<file path="config.mk">
export PLATFORM = sky130hd
export DESIGN_NAME = mbtm_top
export DESIGN_NICKNAME = d
export VERILOG_FILES = /design/src/include/mbtm_pkg.sv /design/src/hw/mbtm_mask_cmp.sv /design/src/hw/mbtm_top.sv
export SDC_FILE = /design/constraint.sdc
export NUM_CORES = 1
export LEC_CHECK = 0
export ABC_AREA = 1
export BUFFER_PORTS_ARGS = -buffer_cell sky130_fd_sc_hd__buf_4
export CAP_MARGIN = 20
export CORE_MARGIN = 2
export CORE_UTILIZATION = 38
export DETAILED_ROUTE_END_ITERATION = 10
export GPL_ROUTABILITY_DRIVEN = 0
export PLACE_DENSITY = 0.6
export SLEW_MARGIN = 25
export SYNTH_ARGS = -nofsm -noshare
export SYNTH_HDL_FRONTEND = slang
export SYNTH_SLANG_ARGS = --single-unit
</file>
<file path="constraint.sdc">
create_clock -name i_clk -period 5 [get_ports i_clk]
set_input_delay 0.25 -clock i_clk [delete_from_list [all_inputs] [get_ports i_clk]]
set_output_delay 0.25 -clock i_clk [all_outputs]
set_load 0.005 [all_outputs]
</file>
<file path="src/include/mbtm_pkg.sv">
package mbtm_pkg;

  // ------------------------------------------------------------------
  // Widths
  // ------------------------------------------------------------------
  localparam int REG_ADDR_W = 16;
  localparam int HARNESS_W = 8;
  localparam int FULL_ADDR_W = REG_ADDR_W + HARNESS_W;
  localparam int EXT_CNT_W = 4;
  localparam int QUAL_N = 2;

  // ------------------------------------------------------------------
  // Qualifier slots
  // ------------------------------------------------------------------
  localparam int SLOT_BP = 0;
  localparam int SLOT_TR = 1;

  // ------------------------------------------------------------------
  // Extended address count
  // ------------------------------------------------------------------
  localparam logic [EXT_CNT_W-1:0] EXT_CNT_RST = 4'h0;
  localparam logic [EXT_CNT_W-1:0] EXT_CNT_MAX = 4'h8;
  localparam logic [EXT_CNT_W-1:0] EXT_CNT_ONE = 4'h1;

  // ------------------------------------------------------------------
  // Reset values of qualifier settings
  // ------------------------------------------------------------------
  localparam logic [FULL_ADDR_W-1:0] ADDR_RST = 24'h000000;
  localparam logic [HARNESS_W-1:0] DATA_RST = 8'h00;

  // ------------------------------------------------------------------
  // Worked mask example
  // ------------------------------------------------------------------
  localparam logic [FULL_ADDR_W-1:0] EX_BENCH = 24'h00001a;
  localparam logic [FULL_ADDR_W-1:0] EX_MASK_W8 = 24'h00fff8;
  localparam logic [FULL_ADDR_W-1:0] EX_LO = 24'h000018;
  localparam logic [FULL_ADDR_W-1:0] EX_HI = 24'h00001f;

endpackage

</file>
<file path="src/hw/mbtm_mask_cmp.sv">
`timescale 1ns/1ps
module mbtm_mask_cmp #(
  parameter int W = 24
) (
  input wire logic [W-1:0] i_value,
  input wire logic [W-1:0] i_my,
  input wire logic [W-1:0] i_mask,
  output logic o_match
);

  // Zero mask bits drop out, so 2**zeros values match
  assign o_match = ~|((i_value ^ i_my) & i_mask);

endmodule // mbtm_mask_cmp

</file>
<file path="src/hw/mbtm_top.sv">
`timescale 1ns/1ps
// Summary of operation
// - Zero mask bits are ignored, ones must equal
// - Matching set holds two to zero-count values
// - Bench 001A mask FFF8 matches 0018-001F
// - Bench 001A mask FFFC matches 0018-001B
// - Power-up: 16-bit address, eight data probes
// - Extended count moves harness lines to address
// - Address plus data probe lines always eight
// - Extended bits sit above 16 address bits
// - One extended bit gives 17-bit address
// - Harness bit 0 is address MSB
// - Low 16 bits come from target connection
// - Extension affects breakpoint, trace and the o_cmp_addr and o_ext_data outputs
// - Count change clears all qualifier settings
module mbtm_top #(
  parameter int HARNESS_W = mbtm_pkg::HARNESS_W
) (
  input wire logic i_clk,
  input wire logic i_rst_n,
  input wire logic [mbtm_pkg::REG_ADDR_W-1:0] i_tgt_addr,
  input wire logic i_bus_valid,
  input wire logic [HARNESS_W-1:0] i_probe_connector,
  input wire logic i_session_setup,
  input wire logic [mbtm_pkg::EXT_CNT_W-1:0] i_ext_addr_count,
  input wire logic i_masked_breakpoint_cmd,
  input wire logic i_masked_trace_cmd,
  input wire logic [mbtm_pkg::FULL_ADDR_W-1:0] i_addr_my,
  input wire logic [mbtm_pkg::FULL_ADDR_W-1:0] i_addr_mask,
  input wire logic [HARNESS_W-1:0] i_data_my,
  input wire logic [HARNESS_W-1:0] i_data_mask,
  output logic o_bp_hit,
  output logic o_trace_qual,
  output logic o_bp_armed,
  output logic o_tr_armed,
  output logic [mbtm_pkg::EXT_CNT_W-1:0] o_ext_addr_count,
  output logic [mbtm_pkg::FULL_ADDR_W-1:0] o_cmp_addr,
  output logic [HARNESS_W-1:0] o_ext_data
);

  localparam int AW = mbtm_pkg::FULL_ADDR_W;
  localparam int RW = mbtm_pkg::REG_ADDR_W;
  localparam int CW = mbtm_pkg::EXT_CNT_W;

  // ------------------------------------------------------------------
  // Helpers
  // ------------------------------------------------------------------
  function automatic logic [AW-1:0] compose_addr(input logic [CW-1:0] cnt, input logic [RW-1:0] tgt,
                                                 input logic [HARNESS_W-1:0] h);
    logic [AW-1:0] a;
    a = {{(AW-RW){1'b0}}, tgt};
    for (int k = 0; k < HARNESS_W; k++) begin
      // Bit 0 lands highest, later lines fill downward
      if (k < int'(cnt)) begin
        a[RW + int'(cnt) - 1 - k] = h[k];
      end
    end
    return a;
  endfunction

  function automatic logic [HARNESS_W-1:0] split_data(input logic [CW-1:0] cnt, input logic [HARNESS_W-1:0] h);
    logic [HARNESS_W-1:0] d;
    d = '0;
    for (int j = 0; j < HARNESS_W; j++) begin
      if (j + int'(cnt) < HARNESS_W) begin
        d[j] = h[j + int'(cnt)];
      end
    end
    return d;
  endfunction

  function automatic logic [AW-1:0] addr_span(input logic [CW-1:0] cnt);
    logic [AW-1:0] m;
    m = '0;
    for (int b = 0; b < AW; b++) begin
      if (b < RW + int'(cnt)) begin
        m[b] = 1'b1;
      end
    end
    return m;
  endfunction

  function automatic logic [HARNESS_W-1:0] data_span(input logic [CW-1:0] cnt);
    logic [HARNESS_W-1:0] m;
    m = '0;
    for (int b = 0; b < HARNESS_W; b++) begin
      if (b + int'(cnt) < HARNESS_W) begin
        m[b] = 1'b1;
      end
    end
    return m;
  endfunction

  // ------------------------------------------------------------------
  // Pin synchronisers
  // ------------------------------------------------------------------
  logic [RW-1:0] tgt_s1_reg;
  logic [RW-1:0] tgt_s2_reg;
  logic [HARNESS_W-1:0] probe_s1_reg;
  logic [HARNESS_W-1:0] probe_s2_reg;
  logic valid_s1_reg;
  logic valid_s2_reg;

  // Multi-bit values are sampled as a group; the target holds them with valid
  always_ff @(posedge i_clk or negedge i_rst_n) begin
    if (!i_rst_n) begin
      tgt_s1_reg <= '0;
      tgt_s2_reg <= '0;
      probe_s1_reg <= '0;
      probe_s2_reg <= '0;
      valid_s1_reg <= 1'b0;
      valid_s2_reg <= 1'b0;
    end else begin
      tgt_s1_reg <= i_tgt_addr;
      tgt_s2_reg <= tgt_s1_reg;
      probe_s1_reg <= i_probe_connector;
      probe_s2_reg <= probe_s1_reg;
      valid_s1_reg <= i_bus_valid;
      valid_s2_reg <= valid_s1_reg;
    end
  end

  // ------------------------------------------------------------------
  // Session setup
  // ------------------------------------------------------------------
  logic [CW-1:0] ext_cnt_reg;
  logic [CW-1:0] ext_cnt_next;
  logic cnt_change;

  // Out-of-range requests saturate rather than wrap
  assign ext_cnt_next = (i_ext_addr_count > mbtm_pkg::EXT_CNT_MAX) ? mbtm_pkg::EXT_CNT_MAX
                                                                   : i_ext_addr_count;
  assign cnt_change = i_session_setup && (ext_cnt_next != ext_cnt_reg);

  always_ff @(posedge i_clk or negedge i_rst_n) begin
    if (!i_rst_n) begin
      ext_cnt_reg <= mbtm_pkg::EXT_CNT_RST;
    end else if (i_session_setup) begin
      ext_cnt_reg <= ext_cnt_next;
    end
  end

  // ------------------------------------------------------------------
  // Qualifier settings, slot 0 breakpoint, slot 1 trace
  // ------------------------------------------------------------------
  logic [AW-1:0] addr_bench_reg [mbtm_pkg::QUAL_N];
  logic [AW-1:0] addr_mask_reg [mbtm_pkg::QUAL_N];
  logic [HARNESS_W-1:0] data_bench_reg [mbtm_pkg::QUAL_N];
  logic [HARNESS_W-1:0] data_mask_reg [mbtm_pkg::QUAL_N];
  logic [mbtm_pkg::QUAL_N-1:0] armed_reg;
  logic [mbtm_pkg::QUAL_N-1:0] load;

  assign load[mbtm_pkg::SLOT_BP] = i_masked_breakpoint_cmd;
  assign load[mbtm_pkg::SLOT_TR] = i_masked_trace_cmd;

  // A changed count wins over a load in the same cycle: old settings are stale
  always_ff @(posedge i_clk or negedge i_rst_n) begin
    if (!i_rst_n) begin
      armed_reg <= '0;
      for (int q = 0; q < mbtm_pkg::QUAL_N; q++) begin
        addr_bench_reg[q] <= mbtm_pkg::ADDR_RST;
        addr_mask_reg[q] <= mbtm_pkg::ADDR_RST;
        data_bench_reg[q] <= mbtm_pkg::DATA_RST;
        data_mask_reg[q] <= mbtm_pkg::DATA_RST;
      end
    end else begin
      for (int q = 0; q < mbtm_pkg::QUAL_N; q++) begin
        if (cnt_change) begin
          armed_reg[q] <= 1'b0;
          addr_bench_reg[q] <= mbtm_pkg::ADDR_RST;
          addr_mask_reg[q] <= mbtm_pkg::ADDR_RST;
          data_bench_reg[q] <= mbtm_pkg::DATA_RST;
          data_mask_reg[q] <= mbtm_pkg::DATA_RST;
        end else if (load[q]) begin
          armed_reg[q] <= 1'b1;
          addr_bench_reg[q] <= i_addr_my;
          addr_mask_reg[q] <= i_addr_mask;
          data_bench_reg[q] <= i_data_my;
          data_mask_reg[q] <= i_data_mask;
        end
      end
    end
  end

  // ------------------------------------------------------------------
  // Compare
  // ------------------------------------------------------------------
  logic [AW-1:0] obs_addr;
  logic [HARNESS_W-1:0] obs_data;
  logic [mbtm_pkg::QUAL_N-1:0] addr_hit;
  logic [mbtm_pkg::QUAL_N-1:0] data_hit;
  logic [mbtm_pkg::QUAL_N-1:0] hit_next;

  // The qualifier compare and the o_cmp_addr output both see the widened address
  assign obs_addr = compose_addr(ext_cnt_reg, tgt_s2_reg, probe_s2_reg);
  assign obs_data = split_data(ext_cnt_reg, probe_s2_reg);

  for (genvar g = 0; g < mbtm_pkg::QUAL_N; g++) begin : g_qual
    mbtm_mask_cmp #(.W(AW)) u_addr_cmp (
      .i_value(obs_addr),
      .i_my(addr_bench_reg[g]),
      .i_mask(addr_mask_reg[g] & addr_span(ext_cnt_reg)),
      .o_match(addr_hit[g])
    );
    mbtm_mask_cmp #(.W(HARNESS_W)) u_data_cmp (
      .i_value(obs_data),
      .i_my(data_bench_reg[g]),
      .i_mask(data_mask_reg[g] & data_span(ext_cnt_reg)),
      .o_match(data_hit[g])
    );
    assign hit_next[g] = armed_reg[g] && valid_s2_reg && addr_hit[g] && data_hit[g];
  end

  // ------------------------------------------------------------------
  // Outputs
  // ------------------------------------------------------------------
  logic [mbtm_pkg::QUAL_N-1:0] hit_reg;
  logic [AW-1:0] cmp_addr_reg;
  logic [HARNESS_W-1:0] ext_data_reg;

  always_ff @(posedge i_clk or negedge i_rst_n) begin
    if (!i_rst_n) begin
      hit_reg <= '0;
      cmp_addr_reg <= mbtm_pkg::ADDR_RST;
      ext_data_reg <= mbtm_pkg::DATA_RST;
    end else begin
      hit_reg <= hit_next;
      cmp_addr_reg <= obs_addr;
      ext_data_reg <= obs_data;
    end
  end

  assign o_bp_hit = hit_reg[mbtm_pkg::SLOT_BP];
  assign o_trace_qual = hit_reg[mbtm_pkg::SLOT_TR];
  assign o_bp_armed = armed_reg[mbtm_pkg::SLOT_BP];
  assign o_tr_armed = armed_reg[mbtm_pkg::SLOT_TR];
  assign o_ext_addr_count = ext_cnt_reg;
  assign o_cmp_addr = cmp_addr_reg;
  assign o_ext_data = ext_data_reg;
endmodule // mbtm_top

</file>
==> metrics.yaml, run 1 <==
status:
  status: "finished clean"
routing:
  viasPerCell: 5.31
  drt_first_iter_violations: 1400
  dr.pass1.iters: 6
  dr_total_vias: 13400
  wl_per_cell_um: 17.9
  wirelength_mm: 45.0
  drc: 0
  ant_nets: 0
synthesis:
  synthArstFlopShare_pct: 100
  avgSynthCellArea_sq_um: 7.11
  synthXorXnorAreaFrac_pct: 1.06
  yosysWarnings: 0
  synth.largest_area_cell: "dfrtp_1"
  syn_area_sq_mm: 0.0133
  synthTopCellsByArea: "dfrtp_1 (41%), nand2_1 (16%), nand3_1 (8.0%)"
  synthMuxAreaShare_pct: 0.226
  synthesis.nets: 1997
  synth_edf_count: 0
  synthSimpleGateAreaFrac_pct: 34.9
  synthAdderAreaFrac_pct: 3.02
  synth_cells: 1867
  ys_seq_elements: 218
  synth_compound_area_share_pct: 11.8
  ys_types: 49
  synth_ff_type: "dfrtp_1"
  synth_top_area_share_pct: 41.1
  synth_top_family_by_area: "simple AND/OR/NAND/NOR gates"
  yosysSeqAreaShare_pct: 41.1
grt:
  grt_pass1_wl_mm: 70.6
  grt_usage_pct: 24.8
  grt_max_degree: 110
  gr-total-overflow: 0
  grt_pass1_vias: 12900
  antenna_found_initial: 0
power_and_ir_drop:
  power_leakage_nw: 7.60
  clkPwrFrac_pct: 32.4
  p_int_mw: 3.44
  p_per_area_mw_per_mm2: 332
  comb_power_share_pct: 29.7
  seq_power_share_pct: 37.9
  irDropWorstVdd_mv: 0.244
  switchingPower_mw: 1.93
  swShare_pct: 35.9
min_path:
  hp-class: "input port to register"
cts:
  htree_levels: 1
  cts.sinks: 218
  cts_tree: "yes"
  clk_pin_slew_worst_paths_ps: 60
  cts-root-buf: "clkbuf_16"
  clock_latency_ps: 550
  cts_made_buffers: 25
  clock_path_buffers: 3
timing:
  slew_viol_final: 0
  slew_headroom_pct: 42.6
  finalSetupViolCount: 0
  setup-tns-final_ps: 0
  hold_viol_final: 0
  rsz0062_at_grt: "false"
  min_period_over_period_pct: 91.9
  fin_crit_ps: 4590
  tightest_slew_ps: 860
  holdWs_ps: 13.3
  finClkSkew_ps: 10.7
  fmax_mhz: 218
placed_design:
  hpwlAfterDp_mm: 32.7
  portBuffers: 137
  placed_cell_area_sq_mm: 0.0148
finish:
  final_net_count: 2180
  final_cell_mix: "nand2_1 (573), dfrtp_1 (218), nand3_1 (212)"
  area_growth_pct: 21.8
  mostFrequentLayoutCell: "nand2_1"
  n_antenna_cell: 0
  drive_above_1_share_pct: 12.6
  final_area_sq_mm: 0.0162
floorplan:
  core_sq_mm: 0.0345
  die_area_sq_mm: 0.0364
  num_io_pins: 138
  initial_core_util_pct: 38.5
  core.rowCount: 68
  die_x_um: 191
  die_y_um: 191
critical_path:
  end_kind: "register"
  cp_max_fo: 11
  crit_type: "register to register"
  cp.required_ps: 5480
  start_kind: "register"
  cp.arrival_ps: 5070
run:
  max-cap-violations: 0
[metrics by stage]
stage          total power [mW]  setup WS, ps  util (%)  std cells
3_3_place_gp               3.57           480      42.9       2416
5_1_grt                    5.67          12.9      46.9       2521
6_report                   5.37           407      46.9       2521
2_1_floorplan              3.00           907         -       1867
3_5_place_dp               3.59           433      42.9       2416
4_1_cts                    5.38           424      46.8       2518
[layer usage]
| metal | GRT usage [%] | share of wire (%) | vias to the layer above |
|---|---|---|---|
| met5 | 0 | 0 | - |
| met4 | 9.12 | 3.6 | 0 |
| met3 | 3.64 | 8.2 | 86 |
| met2 | 39.1 | 45 | 558 |
| met1 | 34.6 | 43 | 6280 |
| li1 | - | - | 6473 |
[synth_stat cells (4+ instances only)]
master and instances:
buf_6 5, buf_2 9, o22ai_1 20, nor3_1 27
o21ai_0 181, dfrtp_1 218, inv_2 4, xnor2_1 8
nand2_1 574, a32oi_1 9, nand4_1 35, clkbuf_1 50
nand3b_1 21, nand3_1 212, a21oi_1 37, a21boi_0 20
ha_1 32, inv_1 173, buf_1 4, nor2_2 8
nor2_1 148, clkinv_1 8, nand2_2 14, nor2_4 4
[worst max-delay path, stage by stage, from the launching register on]
cell and delay, ps:
dfrtp_1 370, inv_1 70, buf_4 200, ha_1 290, nand3_1 180, nand2_1 330, ha_1 330, a21oi_1 100
ha_1 180, a21oi_1 120, ha_1 150, o21ai_0 140, nor2_1 370, clkinv_1 390, o21ai_0 250, inv_1 50
nand2_1 80, nand2_1 70, nand2_1 150, nand2_1 140, nand2_1 90, a21oi_1 60, nor2_1 180, nand3_1 130
nor2_2 110
[path summary, 6_finish.rpt]
| path | from | endpoint | slack, ps | cells after the start |
|---|---|---|---|---|
| max | o_ext_addr_count[1] | hit_reg[1] | 410 | 24 |
| min | i_addr_my[3] | addr_bench_reg[3] | 10 | 3 |
| max reg2reg | o_ext_addr_count[1] | hit_reg[1] | 410 | 24 |
| min reg2reg | tgt_s1_reg[7] | tgt_s2_reg[7] | 340 | 0 |
| max in group asynchronous | i_rst_n | addr_mask_reg[33] | 3320 | 3 |
| min in group asynchronous | i_rst_n | tgt_s2_reg[5] | 350 | 2 |
[power groups by stage]
stage | combinational [mW] | sequential, mW | clock (mW)
finish | 1.59 | 2.04 | 1.74
global route | 1.76 | 2.06 | 1.85
CTS | 1.57 | 2.04 | 1.78
detailed placement | 1.52 | 2.07 | 0
global placement | 1.50 | 2.07 | 0
floorplan | 0.968 | 2.03 | 0
[layout make-up]
type	count	area, sq um
fill	3458	18300
multi-input combinational	1390	6800
sequential	218	5460
timing repair buffer	228	1870
clock buffer	39	728
inverter	187	713
tap	455	569
clock inverter	4	41.3
[timing repair]
item,4_1_cts,5_1_grt
setup buffers,0,3
hold buffers,59,0
gates resized for setup,0,8
endpoints found under the setup margin,0,2
hold endpoints to repair,185,0
[cells by family after synthesis]
| group | count (synthesis) |
|---|---|
| xor+xnor | 13 |
| mux | 3 |
| simple gates | 1057 |
| compound gates | 284 |
| fa+ha+maj | 32 |
| buf+inv | 259 |
| flops | 218 |
| other cells | 1 |
(Power assumes the default switching activity.)
==> run 2: changes to the inputs <==
--- a/config.mk
+++ b/config.mk
@@ -12,7 +12,7 @@
 export CORE_UTILIZATION = 38
 export DETAILED_ROUTE_END_ITERATION = 10
 export GPL_ROUTABILITY_DRIVEN = 0
-export PLACE_DENSITY = 0.6
+export PLACE_DENSITY = 0.62
 export SLEW_MARGIN = 25
 export SYNTH_ARGS = -nofsm -noshare
 export SYNTH_HDL_FRONTEND = slang
==> constraint.sdc (replaced) <==
create_clock -name i_clk -period 4.2 [get_ports i_clk]
set_input_delay 0.21 -clock i_clk [delete_from_list [all_inputs] [get_ports i_clk]]
set_output_delay 0.21 -clock i_clk [all_outputs]
set_load 0.005 [all_outputs]
==> run 2 against run 1 <==
  * Power rose by 25%
  * Design area up 5.2%
  * Cell count rose by 2.8%
  * First-iteration DRC count is 20% lower
  * Global-route usage is 0.33 points higher
  * Critical endpoint unchanged
  * Clock-buffer cell count shrank 1
  * Largest cell class unchanged
  * Critical path depth up 5
  * Die area stayed put
  * Combinational power up 28%
  * Sequential share of layout area is 1.7 points lower
  * Core utilization increased by 2.4 points
==> metrics.yaml, run 2 (synthesized netlist as in run 1, its figures left out) <==
grt:
  gr-total-overflow: 0  # unchanged
  grt_pass1_wl_mm: 71.6  # was 70.6 mm
  grt_pass1_vias: 13300  # was 12900
  antenna_found_initial: 1  # was 0
  grt_max_degree: 121  # was 110
  grt_usage_pct: 25.1  # was 24.8%
floorplan:
  die_area_sq_mm: 0.0364  # unchanged
  core.rowCount: 68  # unchanged
  num_io_pins: 138  # unchanged
  core_sq_mm: 0.0345  # unchanged
  die_y_um: 191  # unchanged
  die_x_um: 191  # unchanged
  initial_core_util_pct: 38.5  # unchanged
placed_design:
  placed_cell_area_sq_mm: 0.0150  # was 0.0148 sq mm
  portBuffers: 137  # unchanged
  hpwlAfterDp_mm: 33.8  # was 32.7 mm
critical_path:
  start_kind: "register"  # unchanged
  crit_type: "register to register"  # unchanged
  cpPeakStageDelay_ps: 380  # was 390 ps
  cp.required_ps: 4680  # was 5480 ps
  end_kind: "register"  # unchanged
  path_common_cell: "nand2_1"  # unchanged
  cp_max_fo: 7  # was 11
  cp_slowest_cell: "dfrtp_1"  # was clkinv_1
  cp.arrival_ps: 4410  # was 5070 ps
power_and_ir_drop:
  p_int_mw: 4.37  # was 3.44 mW
  switchingPower_mw: 2.38  # was 1.93 mW
  power_leakage_nw: 8.00  # was 7.60 nW
  irDropWorstVdd_mv: 0.302  # was 0.244 mV
  swShare_pct: 35.2  # was 35.9%
  comb_power_share_pct: 30.1  # was 29.7%
  seq_power_share_pct: 36.1  # was 37.9%
  clkPwrFrac_pct: 33.8  # was 32.4%
  p_per_area_mw_per_mm2: 396  # was 332 mW/mm^2
timing:
  slew_headroom_pct: 34.8  # was 42.6%
  fmax_mhz: 254  # was 218 MHz
  setup-tns-final_ps: 0  # unchanged
  hold_viol_final: 0  # unchanged
  fin_crit_ps: 3930  # was 4590 ps
  finalSetupViolCount: 0  # unchanged
  min_period_over_period_pct: 93.7  # was 91.9%
  rsz0062_at_grt: "false"  # unchanged
  tightest_slew_ps: 967  # was 860 ps
  slew_viol_final: 0  # unchanged
  finClkSkew_ps: 8.13  # was 10.7 ps
cts:
  cts.sinks: 218  # unchanged
  clock_latency_ps: 540  # was 550 ps
  cts_made_buffers: 26  # was 25
  clock_path_buffers: 3  # unchanged
  htree_levels: 1  # unchanged
  cts_tree: "yes"  # unchanged
  cts-root-buf: "clkbuf_16"  # unchanged
  clk_pin_slew_worst_paths_ps: 60  # about the same
finish:
  n_antenna_cell: 0  # unchanged
  final_net_count: 2247  # was 2180
  mostFrequentLayoutCell: "nand2_1"  # unchanged
  area_growth_pct: 28.1  # was 21.8%
  final_cell_mix: "nand2_1 (556), dfrtp_1 (218), nand3_1 (210)"  # was nand2_1 (573), dfrtp_1 (218), nand3_1 (212)
  drive_above_1_share_pct: 15.9  # was 12.6%
  final_area_sq_mm: 0.0170  # was 0.0162 sq mm
routing:
  ant_nets: 0  # unchanged
  drt_first_iter_violations: 1119  # was 1400
  drc: 0  # unchanged
  wirelength_mm: 46.0  # was 45.0 mm
  viasPerCell: 5.30  # was 5.31
  wl_per_cell_um: 17.7  # was 17.9 um
  dr_total_vias: 13700  # was 13400
  dr.pass1.iters: 5  # was 6
min_path:
  hp-class: "input port to register"  # unchanged
run:
  max-cap-violations: 0  # unchanged
status:
  status: "finished clean"  # unchanged
run 2: layout make-up:
class | count | area, sq um
fillers | 3379 | 17400
multi-input cells | 1390 | 6930
flip-flops and latches | 218 | 5460
repair buffers | 294 | 2470
clock buffers | 38 | 797
inverters | 187 | 706
well taps | 455 | 569
clock inverters | 9 | 80.1
run 2: routing by layer:
layer,global-route usage [%],routed length [um],vias to the layer above
met1,34.4,20200,6538
li1,-,-,6602
met5,0,0,-
met2,41.3,21200,522
met4,7.75,1330,0
met3,3.38,3230,73
run 2: final timing paths:
kind | start | endpoint | slack [ps] | depth (start not counted)
max | o_ext_addr_count[2] | hit_reg[1] | 270 | 29
min | i_addr_my[19] | addr_bench_reg[19] | 20 | 3
max reg2reg | o_ext_addr_count[2] | hit_reg[1] | 270 | 29
min reg2reg | tgt_s1_reg[6] | tgt_s2_reg[6] | 340 | 0
max in group asynchronous | i_rst_n | addr_bench_reg[38] | 2760 | 4
min in group asynchronous | i_rst_n | probe_s1_reg[0] | 180 | 2
run 2: what timing repair did:
action	in CTS	in global routing
buffers inserted	0	3
hold buffers	89	0
endpoints found under the setup margin	0	2
hold endpoints to repair	256	0
gates resized for setup	0	54
run 2: worst max-delay path, delay by kind of cell, from the launching register on:
kind,cells,cell delay [ps]
and+or+nand+nor,20,2110
adders and majority gates,4,790
DFF,1,380
buffers and inverters,3,310
AOI/OAI and AO/OA,2,280
run 2: power groups by stage:
stage | registers (mW) | logic (mW) | clock network (mW)
after floorplan | 2.42 | 1.15 | 0
after global placement | 2.46 | 1.85 | 0
after detailed placement | 2.46 | 1.88 | 0
after CTS | 2.43 | 1.95 | 2.32
after global routing | 2.45 | 2.23 | 2.40
final | 2.43 | 2.03 | 2.28
run 2: through the flow:
| step | power (mW) | cells | hold slack [ps] | setup slack [ps] | util [%] |
|---|---|---|---|---|---|
| after detailed placement | 4.34 | 2450 | 320 | 7.52 | 43.6 |
| after global placement | 4.32 | 2450 | 320 | 113 | 43.6 |
| after global routing | 7.08 | 2591 | 31.5 | 9.83 | 49.4 |
| after CTS | 6.70 | 2586 | 17.1 | 0.747 | 48.8 |
| after floorplan | 3.57 | 1867 | -85.6 | 107 | - |
| final | 6.74 | 2591 | 17.0 | 266 | 49.4 |
==> run 3: changes to the inputs <==
--- a/config.mk
+++ b/config.mk
@@ -9,10 +9,10 @@
 export BUFFER_PORTS_ARGS = -buffer_cell sky130_fd_sc_hd__buf_4
 export CAP_MARGIN = 20
 export CORE_MARGIN = 2
-export CORE_UTILIZATION = 38
+export CORE_UTILIZATION = 30
 export DETAILED_ROUTE_END_ITERATION = 10
 export GPL_ROUTABILITY_DRIVEN = 0
-export PLACE_DENSITY = 0.62
+export PLACE_DENSITY = 0.52
 export SLEW_MARGIN = 25
 export SYNTH_ARGS = -nofsm -noshare
 export SYNTH_HDL_FRONTEND = slang
==> run 3 against run 2 <==
  * Sequential power barely moved
  * Via count decreased by 0.71%
  * Maximum frequency grew 0.44%
  * Clock-buffer cell count grew 3
==> metrics.yaml, run 3 (synthesized netlist as in run 1, its figures left out) <==
cts:
  cts.sinks: 218  # unchanged
  clk_pin_slew_worst_paths_ps: 60  # about the same
  cts-root-buf: "clkbuf_16"  # unchanged
  cts_made_buffers: 26  # unchanged
  htree_levels: 1  # unchanged
  clock_latency_ps: 570  # was 540 ps
  cts_tree: "yes"  # unchanged
  clock_path_buffers: 3  # unchanged
critical_path:
  cp.arrival_ps: 4400  # was 4410 ps
  cp.required_ps: 4690  # was 4680 ps
  start_kind: "register"  # unchanged
  reg2reg_slack_ps: 280  # was 270 ps
  critPathTopFamily: "simple AND/OR/NAND/NOR gates"  # unchanged
  cpPeakStageDelay_ps: 360  # was 380 ps
  cp_max_fo: 6  # was 7
  end_kind: "register"  # unchanged
  path_buf_inv: 5  # was 3
  cp_slowest_cell: "dfrtp_1"  # unchanged
  path_common_cell: "nand2_1"  # unchanged
  crit_type: "register to register"  # unchanged
routing:
  wl_per_cell_um: 17.6  # was 17.7 um
  dr_total_vias: 13600  # was 13700
  dr.pass1.iters: 5  # unchanged
  drt_first_iter_violations: 1135  # was 1119
  ant_nets: 0  # unchanged
  drc: 0  # unchanged
  wirelength_mm: 48.3  # was 46.0 mm
  viasPerCell: 4.97  # was 5.30
grt:
  grt_usage_pct: 21.0  # was 25.1%
  antenna_found_initial: 0  # was 1
  grt_pass1_wl_mm: 76.7  # was 71.6 mm
  grt_pass1_vias: 13600  # was 13300
  gr-total-overflow: 0  # unchanged
  grt_max_degree: 117  # was 121
timing:
  hold_viol_final: 0  # unchanged
  slew_headroom_pct: 39.1  # was 34.8%
  fin_crit_ps: 3920  # was 3930 ps
  fmax_mhz: 255  # was 254 MHz
  tightest_slew_ps: 913  # was 967 ps
  finalSetupViolCount: 0  # unchanged
  worst_slack_ps: 283  # was 266 ps
  min_period_over_period_pct: 93.3  # was 93.7%
  holdWs_ps: 23.4  # was 17.0 ps
  slew_viol_final: 0  # unchanged
  finClkSkew_ps: 18.6  # was 8.13 ps
floorplan:
  core_sq_mm: 0.0439  # was 0.0345 sq mm
  die_y_um: 214  # was 191 um
  num_io_pins: 138  # unchanged
  initial_core_util_pct: 30.2  # was 38.5%
  core.rowCount: 77  # was 68
  die_area_sq_mm: 0.0460  # was 0.0364 sq mm
  die_x_um: 214  # was 191 um
finish:
  final_cell_mix: "nand2_1 (562), dfrtp_1 (218), nand3_1 (209), buf_4 (209), o21ai_0 (180)"  # was nand2_1 (556), dfrtp_1 (218), nand3_1 (210)
  drive_above_1_share_pct: 16.0  # was 15.9%
  fillers: 4641  # was 3379
  final_net_count: 2260  # was 2247
  seq_area_sq_mm: 0.00546  # unchanged
  mostFrequentLayoutCell: "nand2_1"  # unchanged
  multiInputGateArea_sq_mm: 0.00693  # about the same
  final_core_util_pct: 39.4  # was 49.4%
  final_cells: 2742  # was 2591
  area_growth_pct: 30.3  # was 28.1%
  n_antenna_cell: 0  # unchanged
power_and_ir_drop:
  irDropWorstVdd_mv: 0.273  # was 0.302 mV
  power_leakage_nw: 8.06  # was 8.00 nW
  p_per_area_mw_per_mm2: 397  # was 396 mW/mm^2
  power_mw: 6.88  # was 6.74 mW
placed_design:
  portBuffers: 137  # unchanged
  hpwlAfterDp_mm: 35.9  # was 33.8 mm
  pre_cts_ws_ps: -5.41  # was 7.52 ps
  placedCellCount: 2593  # was 2450
min_path:
  hp-class: "input port to register"  # unchanged
run:
  max-cap-violations: 0  # unchanged
status:
  status: "finished clean"  # unchanged
[run 3: stage by stage]
| stage | setup TNS [ps] | area [sq um] |
|---|---|---|
| 2_1_floorplan | 0 | 13300 |
| 3_3_place_gp | 0 | 15200 |
| 3_5_place_dp | -5.41 | 15200 |
| 4_1_cts | 0 | 17100 |
| 5_1_grt | -24.3 | 17300 |
| 6_report | 0 | 17300 |
[run 3: final timing paths]
path	endpoint	cells after the start	startpoint
max	hit_reg[1]	32	o_ext_addr_count[1]
min	addr_mask_reg[41]	3	i_addr_mask[17]
max reg2reg	hit_reg[1]	32	o_ext_addr_count[1]
min reg2reg	tgt_s2_reg[15]	0	tgt_s1_reg[15]
max in group asynchronous	probe_s2_reg[7]	3	i_rst_n
min in group asynchronous	probe_s1_reg[1]	2	i_rst_n
[run 3: power breakdown]
part / total (mW) / internal (mW) / switching (mW)
Sequential: 2.43 / 2.30 / 0.131
Combinational: 2.04 / 0.703 / 1.34
Clock: 2.41 / 1.48 / 0.924
[run 3: what timing repair did]
action                                  CTS  global route
hold buffers                             93             0
pin swaps                                 0            10
endpoints found under the setup margin    1             2
resized for setup                         1            45
endpoints found under the hold margin   262             0
cloned                                    0             1
setup buffers                             0             7
[run 3: cell type report]
| class | count | area share [%] |
|---|---|---|
| Multi-Input combinational cell | 1390 | 40.0 |
| Sequential cell | 218 | 31.5 |
| Timing Repair Buffer | 307 | 14.8 |
| Clock buffer | 41 | 4.61 |
| Tap cell | 592 | 4.28 |
| Inverter | 187 | 4.09 |
| Clock inverter | 7 | 0.723 |
[run 3: worst reg2reg max path, delay by kind of cell (launching register included)]
kind / cells / cell delay [ps]
AOI/OAI and AO/OA: 2 / 250
adders and majority gates: 4 / 840
buffers and inverters: 5 / 460
and+or+nand+nor: 21 / 1940
DFF: 1 / 360
[run 3: metal layers]
metal	track usage (%)	up-vias	part of all wire (%)
met3	2.13	74	5.5
met1	28.8	6507	45
met5	0	-	0
met4	5.21	0	2.4
li1	-	6626	-
met2	35.7	431	47
